--- config.mk ---
export PLATFORM = sky130hd
export DESIGN_NAME = ifc_top
export DESIGN_NICKNAME = d
export VERILOG_FILES = /design/src/core/ifc_top_unused_guard.sv /design/src/core/ifc_pkg.sv /design/src/core/ifc_cmd_if.sv /design/src/core/ifc_cmd_decode.sv /design/src/core/ifc_top.sv
export SDC_FILE = /design/constraint.sdc
export NUM_CORES = 1
export LEC_CHECK = 0
export BUFFER_PORTS_ARGS = -buffer_cell sky130_fd_sc_hd__buf_4
export CORE_ASPECT_RATIO = 0.7
export CORE_MARGIN = 2
export CORE_UTILIZATION = 30
export DETAILED_ROUTE_END_ITERATION = 16
export SLEW_MARGIN = 20
export SYNTH_ARGS = -nofsm -noshare
export SYNTH_HDL_FRONTEND = slang
export SYNTH_HIERARCHICAL = 1
export SYNTH_SLANG_ARGS = --single-unit
export TNS_END_PERCENT = 50
--- constraint.sdc ---
create_clock -name i_sys_clk -period 2.4 [get_ports i_sys_clk]
set_clock_uncertainty 0.1 [all_clocks]
set_input_delay 0.12 -clock i_sys_clk [delete_from_list [all_inputs] [get_ports i_sys_clk]]
set_output_delay 0.12 -clock i_sys_clk [all_outputs]
set_load 0.02 [all_outputs]
--- src/core/ifc_top_unused_guard.sv ---
// intentionally empty: no further design content
`timescale 1ns/10ps

--- src/core/ifc_pkg.sv ---
// shared constants and types for the flash command control block
package ifc_pkg;

	// register byte addresses
	localparam logic [7:0] ADDR_CTRL    = 8'h00;
	localparam logic [7:0] ADDR_ADDR_LO = 8'h04;
	localparam logic [7:0] ADDR_ADDR_HI = 8'h08;
	localparam logic [7:0] ADDR_DATA    = 8'h0c;
	localparam logic [7:0] ADDR_GO      = 8'h10;

	// control register field positions
	localparam int CTRL_CE_N_BIT   = 0;
	localparam int CTRL_OE_N_BIT   = 1;
	localparam int CTRL_REGION_BIT = 2;
	localparam int CTRL_BANK_BIT   = 3;
	localparam int CTRL_CMD_LSB    = 4;

	// status register field positions (read at the go address)
	localparam int STAT_BUSY_BIT = 0;
	localparam int STAT_NOP_BIT  = 1;

	// go register start bit
	localparam int GO_START_BIT = 0;

	// values after reset: both enables released, command is read
	localparam logic [7:0] CTRL_RESET = 8'h03;
	localparam logic [7:0] BYTE_RESET = 8'h00;

	// command field codes
	localparam logic [3:0] CMD_READ  = 4'h0;
	localparam logic [3:0] CMD_PROG  = 4'h1;
	localparam logic [3:0] CMD_ERASE = 4'h2;

	// one-hot target select towards the flash arrays
	localparam logic [2:0] TGT_NONE   = 3'h0;
	localparam logic [2:0] TGT_LOADER = 3'h1;
	localparam logic [2:0] TGT_APP0   = 3'h2;
	localparam logic [2:0] TGT_APP1   = 3'h4;

	// sequencer states
	typedef enum logic [1:0] {
		IFC_IDLE = 2'b01,
		IFC_WAIT = 2'b10
	} ifc_state_t;

endpackage

--- src/core/ifc_cmd_if.sv ---
// control fields and decoded operation between sequencer and decoder
`timescale 1ns/10ps
interface ifc_cmd_if;
	logic       bank;
	logic       region_select;
	logic       flash_output_enable_n;
	logic       flash_chip_enable_n;
	logic [3:0] cmd;
	logic       is_erase;
	logic       is_prog;
	logic       is_read;
	logic [2:0] target;

	modport decoder (
		input  bank,
		input  region_select,
		input  flash_output_enable_n,
		input  flash_chip_enable_n,
		input  cmd,
		output is_erase,
		output is_prog,
		output is_read,
		output target
	);
	modport user (
		output bank,
		output region_select,
		output flash_output_enable_n,
		output flash_chip_enable_n,
		output cmd,
		input  is_erase,
		input  is_prog,
		input  is_read,
		input  target
	);
endinterface

--- src/core/ifc_cmd_decode.sv ---
// decoder from control fields to a legal flash operation and target
`timescale 1ns/10ps
module ifc_cmd_decode (
	ifc_cmd_if.decoder cmd_if
);
	logic [2:0] tgt;
	logic       sel_ok;
	logic       erase_c;
	logic       prog_c;
	logic       read_c;

	// target pick; bank 1 with region 1 names no array
	always_comb begin
		case ({cmd_if.bank, cmd_if.region_select})
			2'b01:   tgt = ifc_pkg::TGT_LOADER;
			2'b00:   tgt = ifc_pkg::TGT_APP0;
			2'b10:   tgt = ifc_pkg::TGT_APP1;
			default: tgt = ifc_pkg::TGT_NONE;
		endcase
	end

	// all operations need chip enable low and a real target
	assign sel_ok  = !cmd_if.flash_chip_enable_n && (tgt != ifc_pkg::TGT_NONE);
	assign erase_c = sel_ok && cmd_if.flash_output_enable_n
		&& (cmd_if.cmd == ifc_pkg::CMD_ERASE);
	assign prog_c  = sel_ok && cmd_if.flash_output_enable_n
		&& (cmd_if.cmd == ifc_pkg::CMD_PROG);
	assign read_c  = sel_ok && !cmd_if.flash_output_enable_n
		&& (cmd_if.cmd == ifc_pkg::CMD_READ);

	// anything else decodes to no operation at all
	assign cmd_if.is_erase = erase_c;
	assign cmd_if.is_prog  = prog_c;
	assign cmd_if.is_read  = read_c;
	assign cmd_if.target   = (erase_c || prog_c || read_c) ? tgt
		: ifc_pkg::TGT_NONE;
endmodule

--- src/core/ifc_top.sv ---
// in-system flash programming control: registers and command sequencer
`timescale 1ns/10ps
module ifc_top (
	// clock and reset
	input  wire logic        i_sys_clk,
	input  wire logic        i_arst_n,
	// register port
	input  wire logic [7:0]  i_reg_addr,
	input  wire logic [7:0]  i_reg_wdata,
	input  wire logic        i_reg_wr,
	input  wire logic        i_reg_rd,
	output logic      [7:0]  o_reg_rdata,
	// flash array side
	output logic             o_flash_erase,
	output logic             o_flash_prog,
	output logic             o_flash_read,
	output logic      [2:0]  o_flash_target,
	output logic      [15:0] o_flash_addr,
	output logic      [7:0]  o_flash_wdata,
	input  wire logic [7:0]  i_flash_rdata,
	input  wire logic        i_flash_done,
	// status
	output logic             o_busy
);
	typedef struct packed {
		ifc_pkg::ifc_state_t st;
		logic                busy;
		logic [7:0]          ctrl;
		logic [7:0]          addr_lo;
		logic [7:0]          addr_hi;
		logic [7:0]          data;
		logic                nop;
		logic                pend_read;
		logic [7:0]          rdata;
		logic                erase;
		logic                prog;
		logic                read;
		logic [2:0]          target;
		logic [15:0]         faddr;
		logic [7:0]          fwdata;
	} ifc_regs_t;

	ifc_regs_t state_q;
	ifc_regs_t state_d;
	logic      go_ok;
	logic      op_ok;

	ifc_cmd_if cmd_if ();

	// control fields go to the decoder straight from the register
	assign cmd_if.bank                  = state_q.ctrl[ifc_pkg::CTRL_BANK_BIT];
	assign cmd_if.region_select         = state_q.ctrl[ifc_pkg::CTRL_REGION_BIT];
	assign cmd_if.flash_output_enable_n = state_q.ctrl[ifc_pkg::CTRL_OE_N_BIT];
	assign cmd_if.flash_chip_enable_n   = state_q.ctrl[ifc_pkg::CTRL_CE_N_BIT];
	assign cmd_if.cmd = state_q.ctrl[ifc_pkg::CTRL_CMD_LSB +: 4];

	ifc_cmd_decode u_decode (
		.cmd_if (cmd_if)
	);

	// a start is taken only while idle; a start while busy is dropped
	assign go_ok = i_reg_wr && (i_reg_addr == ifc_pkg::ADDR_GO)
		&& i_reg_wdata[ifc_pkg::GO_START_BIT]
		&& (state_q.st == ifc_pkg::IFC_IDLE);
	assign op_ok = cmd_if.is_erase || cmd_if.is_prog || cmd_if.is_read;

	// next state: register writes, read mux and the sequencer
	always_comb begin
		state_d        = state_q;
		state_d.erase  = 1'b0;
		state_d.prog   = 1'b0;
		state_d.read   = 1'b0;
		state_d.rdata  = 8'h00;
		// operands are frozen while busy so the array sees stable values
		if (i_reg_wr && (state_q.st == ifc_pkg::IFC_IDLE)) begin
			case (i_reg_addr)
				ifc_pkg::ADDR_CTRL:    state_d.ctrl    = i_reg_wdata;
				ifc_pkg::ADDR_ADDR_LO: state_d.addr_lo = i_reg_wdata;
				ifc_pkg::ADDR_ADDR_HI: state_d.addr_hi = i_reg_wdata;
				ifc_pkg::ADDR_DATA:    state_d.data    = i_reg_wdata;
				default:               state_d.nop     = state_q.nop;
			endcase
		end
		// reads answer one cycle later; unmapped addresses read zero
		if (i_reg_rd) begin
			case (i_reg_addr)
				ifc_pkg::ADDR_CTRL:    state_d.rdata = state_q.ctrl;
				ifc_pkg::ADDR_ADDR_LO: state_d.rdata = state_q.addr_lo;
				ifc_pkg::ADDR_ADDR_HI: state_d.rdata = state_q.addr_hi;
				ifc_pkg::ADDR_DATA:    state_d.rdata = state_q.data;
				ifc_pkg::ADDR_GO: begin
					state_d.rdata[ifc_pkg::STAT_BUSY_BIT] =
						(state_q.st == ifc_pkg::IFC_WAIT);
					state_d.rdata[ifc_pkg::STAT_NOP_BIT] = state_q.nop;
				end
				default:               state_d.rdata = 8'h00;
			endcase
		end
		case (state_q.st)
			ifc_pkg::IFC_IDLE: begin
				if (go_ok && op_ok) begin
					state_d.nop       = 1'b0;
					state_d.erase     = cmd_if.is_erase;
					state_d.prog      = cmd_if.is_prog;
					state_d.read      = cmd_if.is_read;
					state_d.pend_read = cmd_if.is_read;
					state_d.target    = cmd_if.target;
					// erase ignores the operands but they are harmless
					state_d.faddr     = {state_q.addr_hi, state_q.addr_lo};
					state_d.fwdata    = state_q.data;
					state_d.st        = ifc_pkg::IFC_WAIT;
					state_d.busy      = 1'b1;
				end else if (go_ok) begin
					// illegal mix: flag it, touch nothing in the array
					state_d.nop = 1'b1;
				end
			end
			ifc_pkg::IFC_WAIT: begin
				if (i_flash_done) begin
					if (state_q.pend_read) begin
						state_d.data = i_flash_rdata;
					end
					state_d.pend_read = 1'b0;
					state_d.target    = ifc_pkg::TGT_NONE;
					state_d.st        = ifc_pkg::IFC_IDLE;
					state_d.busy      = 1'b0;
				end
			end
			default: begin
				state_d.st   = ifc_pkg::IFC_IDLE;
				state_d.busy = 1'b0;
			end
		endcase
	end

	// one register for the whole state
	always_ff @(posedge i_sys_clk or negedge i_arst_n) begin
		if (!i_arst_n) begin
			state_q.st        <= ifc_pkg::IFC_IDLE;
			state_q.busy      <= 1'b0;
			state_q.ctrl      <= ifc_pkg::CTRL_RESET;
			state_q.addr_lo   <= ifc_pkg::BYTE_RESET;
			state_q.addr_hi   <= ifc_pkg::BYTE_RESET;
			state_q.data      <= ifc_pkg::BYTE_RESET;
			state_q.nop       <= 1'b0;
			state_q.pend_read <= 1'b0;
			state_q.rdata     <= ifc_pkg::BYTE_RESET;
			state_q.erase     <= 1'b0;
			state_q.prog      <= 1'b0;
			state_q.read      <= 1'b0;
			state_q.target    <= ifc_pkg::TGT_NONE;
			state_q.faddr     <= 16'h0000;
			state_q.fwdata    <= ifc_pkg::BYTE_RESET;
		end else begin
			state_q <= state_d;
		end
	end

	// outputs come straight from the state register
	assign o_reg_rdata    = state_q.rdata;
	assign o_flash_erase  = state_q.erase;
	assign o_flash_prog   = state_q.prog;
	assign o_flash_read   = state_q.read;
	assign o_flash_target = state_q.target;
	assign o_flash_addr   = state_q.faddr;
	assign o_flash_wdata  = state_q.fwdata;
	assign o_busy         = state_q.busy; // own flop, no decode on the pin
endmodule

==> results of run 1 <==
cell type report:
type	count	area, um2	area share (%)
Inverter	7	26.3	0.557
Timing Repair Buffer	101	828	17.6
Multi-Input combinational cell	138	1480	31.4
Tap cell	157	196	4.17
Clock buffer	10	239	5.07
Sequential cell	74	1860	39.3
Clock inverter	6	90.1	1.91
synth_stat cells (all sizes together) (2+ instances only):
master | number | share of area (%)
dfrtp | 71 | 48
mux2 | 48 | 17
buf | 42 | 8.5
mux2i | 28 | 7.6
mux4 | 8 | 4.9
nor2b | 8 | 1.4
inv | 7 | 0.72
and2 | 5 | 0.85
nand2 | 5 | 0.51
dfstp | 3 | 2.1
nand4 | 3 | 0.51
nor2 | 3 | 0.31
nor3 | 3 | 0.55
nor4 | 3 | 0.51
or3 | 3 | 0.78
clkbuf | 2 | 0.20
nand3b | 2 | 0.41
nor4b | 2 | 0.48
o21a | 2 | 0.41
o32ai | 2 | 0.48
or4b | 2 | 0.65
routing by layer:
layer	up-vias	part of all wire, %	global-route usage [%]
li1	1045	-	-
met3	4	7.4	4.28
met4	0	0.35	3.39
met5	-	0	0
met2	74	43	20.1
met1	1158	49	19.4
cells by family (layout without fill, tap and decap cells):
family | Yosys count | after routing | share of synthesized area, %
xor+xnor | 1 | 1 | 0.239
simple gates | 47 | 47 | 8.70
compound gates | 6 | 6 | 1.30
buf+inv | 51 | 124 | 9.45
flops | 74 | 74 | 50.6
mux | 84 | 84 | 29.7
through the flow:
stage                     utilization, %  area (um2)  hold slack (ps)  worst slack, ps
final                               39.9        4720             33.2             -210
after global routing                39.9        4720             48.6             -285
after CTS                           39.9        4710             29.1             -199
after detailed placement            35.5        4190              228             -195
after global placement              35.5        4190              214             -142
after floorplan                        -        3680             -276             -126
worst paths after layout:
| kind | from | end | slack, ps | depth (start not counted) |
|---|---|---|---|---|
| max in group asynchronous | i_arst_n | o_flash_prog | 1210 | 2 |
| min in group asynchronous | i_arst_n | o_flash_wdata[0] | 370 | 2 |
| max | cmd_if.flash_chip_enable_n | o_flash_wdata[6] | -210 | 7 |
| min reg2reg | o_flash_addr[8] | o_flash_addr[8] | 410 | 1 |
| min | i_flash_rdata[5] | state_q[45] | 30 | 3 |
| max reg2reg | cmd_if.flash_chip_enable_n | o_flash_wdata[6] | -210 | 7 |
what timing repair did:
item / in CTS / in global routing
hold buffers: 18 / 0
hold endpoints to repair: 106 / 0
gates resized for setup: 0 / 2
pin swaps: 1 / 0
buffers inserted: 1 / 0
setup endpoints to repair: 28 / 30
cloned: 0 / 0
state kept, by name, indices dropped and copies added, names as in the netlist, named ones only:
register	cells
cmd_if.bank	1
cmd_if.cmd	4
cmd_if.flash_chip_enable_n	1
cmd_if.flash_output_enable_n	1
cmd_if.region_select	1
o_flash_addr	16
o_flash_erase	1
o_flash_prog	1
o_flash_read	1
o_flash_target	3
o_flash_wdata	8
o_reg_rdata	8
state_q	27
power breakdown:
part / switching (mW) / internal, mW
clock: 0.509 / 0.939
combinational: 0.106 / 0.133
sequential: 0.0225 / 1.28
total: 0.638 / 2.35
tightest hold or removal path, stage by stage:
cell     delay, ps
buf_4           80
mux2i_1         50
mux2i_1        150
==> flow_metrics.env, run 1 <==
export IMPL_outcome="finished with violations"
export IMPL_violations="setup timing"
export IMPL_final_nets=360
export IMPL_cts_sinks=74
export IMPL_clk_latency_ps=330
export IMPL_grt_usage_pct=13.6
export IMPL_crit_path_max_fanout=16
export IMPL_clkTransAtPathRegs_ps=60
export IMPL_layout_common_cells="buf_4 (81), dfrtp_1 (71), mux2i_1 (28)"
export IMPL_fin_ws_ps=-210
export IMPL_yosys_warnings=6
export IMPL_power_density_nw_per_um2=633
export IMPL_cp_required_ps=2510
export IMPL_dp_hpwl_mm=5.97
export IMPL_cts_tree="done"
export IMPL_die_area_um2=13100
export IMPL_place_congestion=0.767
export IMPL_grt_pass1_wl_mm=13.1
export IMPL_die_w_um=136
export IMPL_synth_area_um2=3670
export IMPL_antenna_found_initial=0
export IMPL_cp_cell_sequence="or3_4 -> or3_4 -> nor3_4 -> or3_4 -> or4b_4 -> buf_12 -> mux2_4"
export IMPL_numPortBuffers=67
export IMPL_synth_seq_area_share_pct=50.6
export IMPL_synthFlopType="dfrtp_1"
export IMPL_maxClockFrequency_mhz=383
export IMPL_path_common_cell="or3_4"
export IMPL_syn_to_final_growth_pct=28.5
export IMPL_num_rows=33
export IMPL_h_tree_depth=3
export IMPL_routedWlPerCell_um=17.0
export IMPL_finalCritPeriodShare_pct=109
export IMPL_setup_violations=28
export IMPL_cp_slowest_cell="or4b_4"
export IMPL_cts_inserted_buffers=9
export IMPL_fin_crit_ps=2610
export IMPL_vias=2281
export IMPL_via_per_inst=4.63
export IMPL_power_mw=2.99
export IMPL_fillers=1127
export IMPL_final_common_cell="buf_4"
export IMPL_drt_pass1_iterations=4
export IMPL_num_antenna_cells=0
export IMPL_hold_viol=0
export IMPL_report_final_slew_viol_count=0
export IMPL_grt_pass1_vias=2403
export IMPL_synth_nets=292
export IMPL_p_leak_nw=2.31
export IMPL_drtIter0Drc=100
export IMPL_rsz0062_at_grt="true"
export IMPL_crit_buf_inv=1
export IMPL_instances_no_fill=493
export IMPL_drc=0
export IMPL_worst_hold_path_type="primary input to register"
export IMPL_floorplan_initialDensity_pct=31.1
export IMPL_netlist_instances=263
export IMPL_tightest_slew_ps=1050
export IMPL_crit_path_end_kind="register"
export IMPL_cp_slowest_stage_delay_ps=500
export IMPL_async_reset_ff_share_pct=100
export IMPL_io_pins=68
export IMPL_path_class="register to register"
export IMPL_cts_root_buf="clkbuf_16"
export IMPL_setup_tns_ps=-5160
export IMPL_vdd_drop_max_mv=0.382
export IMPL_drive_gt1_share_pct=49.1
export IMPL_wirelength_mm=8.36
export IMPL_ys_types=39
export IMPL_grt_max_degree=75
export IMPL_drv_cap=0
export IMPL_grt_overflow_total=0
export IMPL_coreArea_um2=11800
export IMPL_synth_edff_count=0
export IMPL_ys_ff_latch=74
export IMPL_path_delay_family="simple AND/OR/NAND/NOR gates"
export IMPL_synth_area_per_cell_um2=13.9
export IMPL_clockBufferDepth=2
export IMPL_start_kind="register"
export IMPL_crit_arrival_ps=2720
export IMPL_timing_slew_headroom_pct=30.0
export IMPL_ant_nets=0
export IMPL_die_h_um=96.5
export IMPL_dp_cells=458
(Power assumes the default switching activity.)
==> run 2, diff against run 1 <==
==> constraint.sdc (replaced) <==
create_clock -name i_sys_clk -period 3.1 [get_ports i_sys_clk]
set_clock_uncertainty 0.1 [all_clocks]
set_input_delay 0.155 -clock i_sys_clk [delete_from_list [all_inputs] [get_ports i_sys_clk]]
set_output_delay 0.155 -clock i_sys_clk [all_outputs]
set_load 0.02 [all_outputs]
==> run 2 against run 1 <==
Against the previous run: the run now ends clean; core utilization decreased by 2.2 points; worst setup slack gained 460 ps; clock-buffer cell count grew 3; via count fell by 5.8%; fmax decreased by 8.6%; first-iteration DRC count shrank 10%; non-clock buffer count is 22 lower; clock power fell by 30%; design area shrank 5.6%.
==> flow_metrics.env, run 2 (synthesis gave the netlist of run 1 again) <==
export IMPL_coreArea_um2=11800
export IMPL_io_pins=68
export IMPL_path_common_cell="or3_4"
export IMPL_drt_pass1_iterations=4
export IMPL_clockBufferDepth=2
export IMPL_setup_tns_ps=0
export IMPL_crit_path_end_kind="register"
export IMPL_p_leak_nw=2.17
export IMPL_start_kind="register"
export IMPL_grt_overflow_total=0
export IMPL_power_density_nw_per_um2=488
export IMPL_drc=0
export IMPL_placed_area_um2=4070
export IMPL_reg2reg_to="o_flash_addr[14]"
export IMPL_floorplan_initialDensity_pct=31.1
export IMPL_final_nets=338
export IMPL_multi_input_area_um2=1470
export IMPL_maxClockFrequency_mhz=350
export IMPL_cts_sinks=74
export IMPL_whs_ps=16.7
export IMPL_drv_cap=0
export IMPL_cts_root_buf="clkbuf_16"
export IMPL_cts_tree="done"
export IMPL_reg2reg_slack_ps=250
export IMPL_fin_crit_ps=2850
export IMPL_crit_arrival_ps=2970
export IMPL_setup_violations=0
export IMPL_num_antenna_cells=0
export IMPL_die_area_um2=13100
export IMPL_final_common_cell="dfrtp_1"
export IMPL_cp_slowest_cell="or4b_4"
export IMPL_wirelength_mm=7.89
export IMPL_worst_hold_path_type="primary input to register"
export IMPL_routedWlPerCell_um=16.7
export IMPL_dp_cells=446
export IMPL_instances_no_fill=471
export IMPL_min_from="i_reg_wdata[0]"
export IMPL_syn_to_final_growth_pct=21.3
export IMPL_cp_endpoint="o_flash_addr[14]"
export IMPL_cp_slowest_stage_delay_ps=750
export IMPL_place_ws_ps=240
export IMPL_die_h_um=96.5
export IMPL_grt_usage_pct=13.4
export IMPL_cp_depth=6
export IMPL_drtIter0Drc=90
export IMPL_largest_reg_flops=27
export IMPL_crit_buf_inv=0
export IMPL_cp_startpoint="cmd_if.flash_chip_enable_n"
export IMPL_tightest_slew_ps=915
export IMPL_numPortBuffers=67
export IMPL_layout_common_cells="dfrtp_1 (71), buf_4 (70), mux2i_1 (28)"
export IMPL_grt_pass1_wl_mm=12.7
export IMPL_clk_latency_ps=330
export IMPL_report_final_slew_viol_count=0
export IMPL_vias=2149
export IMPL_cp_required_ps=3220
export IMPL_via_per_inst=4.56
export IMPL_post_cts_buffers=0
export IMPL_die_w_um=136
export IMPL_r2r_start="cmd_if.flash_chip_enable_n"
export IMPL_path_class="register to register"
export IMPL_regMostFlops="state_q"
export IMPL_finalCritPeriodShare_pct=92.1
export IMPL_num_rows=33
export IMPL_grt_max_degree=75
export IMPL_hold_viol=0
export IMPL_rr_worst_depth=6
export IMPL_cts_inserted_buffers=9
export IMPL_crit_path_max_fanout=30
export IMPL_timing_slew_headroom_pct=39.0
export IMPL_vdd_drop_max_mv=0.282
export IMPL_place_congestion=0.745
export IMPL_path_delay_family="simple AND/OR/NAND/NOR gates"
export IMPL_antenna_found_initial=0
export IMPL_h_tree_depth=3
export IMPL_fin_ws_ps=246
export IMPL_final_area_um2=4450
export IMPL_fin_util_pct=37.7
export IMPL_outcome="completed"
export IMPL_power_mw=2.17
export IMPL_drive_gt1_share_pct=46.8
export IMPL_hold_path_depth=2
export IMPL_grt_pass1_vias=2290
export IMPL_ant_nets=0
export IMPL_rsz0062_at_grt="false"
export IMPL_dp_hpwl_mm=5.69
export IMPL_regArea_um2=1860
export IMPL_fillers=1172
export IMPL_clkTransAtPathRegs_ps=50
export IMPL_cp_cell_sequence="or3_4 -> or3_4 -> nor3_2 -> or3_1 -> or4b_4 -> mux2_4"
==> run 2: changes by cell type in the layout (fill, tap and decap cells not counted), sizes merged <==
cell	delta
buf	-13
bufinv	-1
clkbuf	+3
clkinv	-1
clkinvlp	-1
dlygate4sd3	-9
==> run 2: worst min path at each step <==
stage / slack [ps] / to
2_1_floorplan: -240 / async pin
3_5_place_dp: 250 / o_flash_wdata[0]
5_1_grt: 20 / state_q[56]
6_report: 20 / state_q[56]
3_3_place_gp: 250 / o_flash_addr[8]
4_1_cts: 10 / cmd_if.flash_chip_enable_n
==> run 2: area by class of cell <==
cell class              count  share of cell area (%)
multi-input cells         138                    32.9
inverters                   7                   0.590
repair buffers             79                    13.8
flip-flops and latches     74                    41.7
clock inverters             3                   0.900
well taps                 157                    4.41
clock buffers              13                    5.62
==> run 2: worst register-to-register path: stages, from the launching register on <==
cell and delay, ps:
dfstp_2 380, or3_4 410, or3_4 380, nor3_2 160, or3_1 150, or4b_4 750, mux2_4 410
==> run 2: routing by layer <==
layer / up-vias / GRT usage, % / routed length, um
li1: 1008 / - / -
met1: 1074 / 19.0 / 4000
met2: 57 / 19.3 / 3290
met3: 10 / 4.43 / 498
met4: 0 / 4.43 / 98
met5: - / 0 / 0
==> run 2: what timing repair did <==
item / CTS / global route
hold buffers: 9 / 0
resized for setup: 0 / 0
endpoints found under the hold margin: 93 / 0
endpoints found under the setup margin: 0 / 0
==> run 2: power breakdown <==
part | leakage, nW | total [mW] | internal (mW) | switching, mW
clock | 0.144 | 1.01 | 0.642 | 0.370
combinational | 1.02 | 0.148 | 0.0793 | 0.0689
sequential | 1.01 | 1.01 | 0.990 | 0.0210
==> run 3, diff against run 2 <==
--- a/config.mk
+++ b/config.mk
@@ -6,10 +6,13 @@
 export NUM_CORES = 1
 export LEC_CHECK = 0
 export BUFFER_PORTS_ARGS = -buffer_cell sky130_fd_sc_hd__buf_4
+export CELL_PAD_IN_SITES_DETAIL_PLACEMENT = 1
+export CELL_PAD_IN_SITES_GLOBAL_PLACEMENT = 1
 export CORE_ASPECT_RATIO = 0.7
 export CORE_MARGIN = 2
 export CORE_UTILIZATION = 30
 export DETAILED_ROUTE_END_ITERATION = 16
+export PLACE_DENSITY_LB_ADDON = 0.1
 export SLEW_MARGIN = 20
 export SYNTH_ARGS = -nofsm -noshare
 export SYNTH_HDL_FRONTEND = slang
==> run 3 against run 2 <==
Against the previous run: via count is 2.5% higher; final cell count is 0.64% higher; non-clock buffer count is 3 higher; critical path type unchanged; largest power group is now the clock network.
==> flow_metrics.env, run 3 (synthesis gave the netlist of run 1 again) <==
export IMPL_clkTransAtPathRegs_ps=60
export IMPL_die_w_um=136
export IMPL_hold_path_depth=2
export IMPL_fin_crit_ps=2870
export IMPL_num_rows=33
export IMPL_rsz0062_at_grt="false"
export IMPL_floorplan_initialDensity_pct=31.1
export IMPL_ctsResizeCount=0
export IMPL_whs_ps=7.23
export IMPL_met3WireLength_um=438
export IMPL_outcome="completed"
export IMPL_coreArea_um2=11800
export IMPL_cts_sinks=74
export IMPL_place_ws_ps=211
export IMPL_drtIter0Drc=77
export IMPL_vdd_drop_max_mv=0.247
export IMPL_drc=0
export IMPL_drt_met1_wl_mm=4.42
export IMPL_syn_to_final_growth_pct=22.7
export IMPL_final_common_cell="buf_4"
export IMPL_clockBufferDepth=2
export IMPL_tightest_slew_ps=688
export IMPL_crit_path_max_fanout=30
export IMPL_cp_required_ps=3220
export IMPL_wirelength_mm=8.67
export IMPL_place_congestion=0.765
export IMPL_cts_inserted_buffers=9
export IMPL_dp_hpwl_mm=6.00
export IMPL_num_antenna_cells=0
export IMPL_final_area_um2=4500
export IMPL_p_leak_nw=2.20
export IMPL_rr_worst_depth=6
export IMPL_clk_latency_ps=340
export IMPL_placed_area_um2=4090
export IMPL_report_final_slew_viol_count=0
export IMPL_h_tree_depth=3
export IMPL_power_density_nw_per_um2=498
export IMPL_grt_overflow_total=0
export IMPL_timing_slew_headroom_pct=54.2
export IMPL_setup_tns_ps=0
export IMPL_start_kind="register"
export IMPL_maxClockFrequency_mhz=348
export IMPL_die_area_um2=13100
export IMPL_path_class="register to register"
export IMPL_crit_path_end_kind="register"
export IMPL_die_h_um=96.5
export IMPL_routedWlPerCell_um=18.3
export IMPL_grt_pass1_wl_mm=13.6
export IMPL_drive_gt1_share_pct=48.3
export IMPL_grt_max_degree=75
export IMPL_vias=2203
export IMPL_ant_nets=0
export IMPL_antenna_found_initial=0
export IMPL_setup_violations=0
export IMPL_wl_met2_mm=3.67
export IMPL_numPortBuffers=67
export IMPL_worst_hold_path_type="primary input to register"
export IMPL_regMostFlops="state_q"
export IMPL_io_pins=68
export IMPL_cts_tree="done"
export IMPL_drt_pass1_iterations=4
export IMPL_grt_pass1_vias=2352
export IMPL_fin_ws_ps=228
export IMPL_final_nets=341
export IMPL_top_layer="met4"
export IMPL_drv_cap=0
export IMPL_crit_arrival_ps=2990
export IMPL_layout_common_cells="buf_4 (72), dfrtp_1 (71), mux2i_1 (28)"
export IMPL_grt_usage_pct=14.4
export IMPL_via_per_inst=4.65
export IMPL_largest_reg_flops=27
export IMPL_cts_root_buf="clkbuf_16"
export IMPL_finalCritPeriodShare_pct=92.6
export IMPL_hold_viol=0
[run 3: cell count changes in the layout (fill, tap and decap cells not counted)]
| cell | before | now |
|---|---|---|
| buf_12 | 0 | 1 |
| buf_4 | 70 | 72 |
| clkbuf_1 | 3 | 0 |
| clkbuf_8 | 1 | 2 |
| clkinv_2 | 2 | 3 |
| clkinvlp_4 | 0 | 1 |
[run 3: final cells by class]
cell class / instances / area (um2)
clock buffer: 11 / 253
clock inverter: 5 / 52.6
fill: 1251 / 7310
inverter: 7 / 26.3
multi-input combinational: 138 / 1470
sequential: 74 / 1860
tap: 157 / 196
timing repair buffer: 82 / 651
[run 3: report_power, final]
part / switching, mW / internal [mW] / leakage, nW
logic: 0.0756 / 0.0825 / 1.03
clock network: 0.408 / 0.662 / 0.151
registers: 0.0226 / 0.989 / 1.01
[run 3: metal layers]
metal | up-vias | track usage, %
met3 | 10 | 4.23
met5 | - | 0
met2 | 53 | 21.1
li1 | 1004 | -
met1 | 1136 | 20.1
met4 | 0 | 5.82
[run 3: what timing repair did]
item,4_1_cts,5_1_grt
setup buffers,0,0
endpoints found under the hold margin,94,0
hold buffers,9,0
[run 3: final timing paths]
kind / from / endpoint / slack [ps]
max in group asynchronous: i_arst_n / state_q[73] / 2040
setup reg to reg: cmd_if.cmd[3] / o_flash_wdata[1] / 230
hold reg to reg: o_flash_addr[0] / o_flash_addr[0] / 410
hold / removal: i_reg_wdata[0] / state_q[48] / 7
min in group asynchronous: i_arst_n / o_flash_addr[12] / 210
setup / recovery: cmd_if.cmd[3] / o_flash_wdata[1] / 230
[run 3: metrics by stage]
step,utilization [%],power [mW],cells
3_3_place_gp,34.6,1.18,448
2_1_floorplan,-,1.09,263
5_1_grt,38.1,2.33,474
6_report,38.1,2.24,474
4_1_cts,37.9,2.28,473
3_5_place_dp,34.6,1.18,448
[run 3: worst max-delay path: stages (launching register included)]
cell and delay [ps]:
dfrtp_1 390, or3_4 400, or3_4 380, nor3_2 170
or3_1 150, or4b_4 750, mux2_4 390
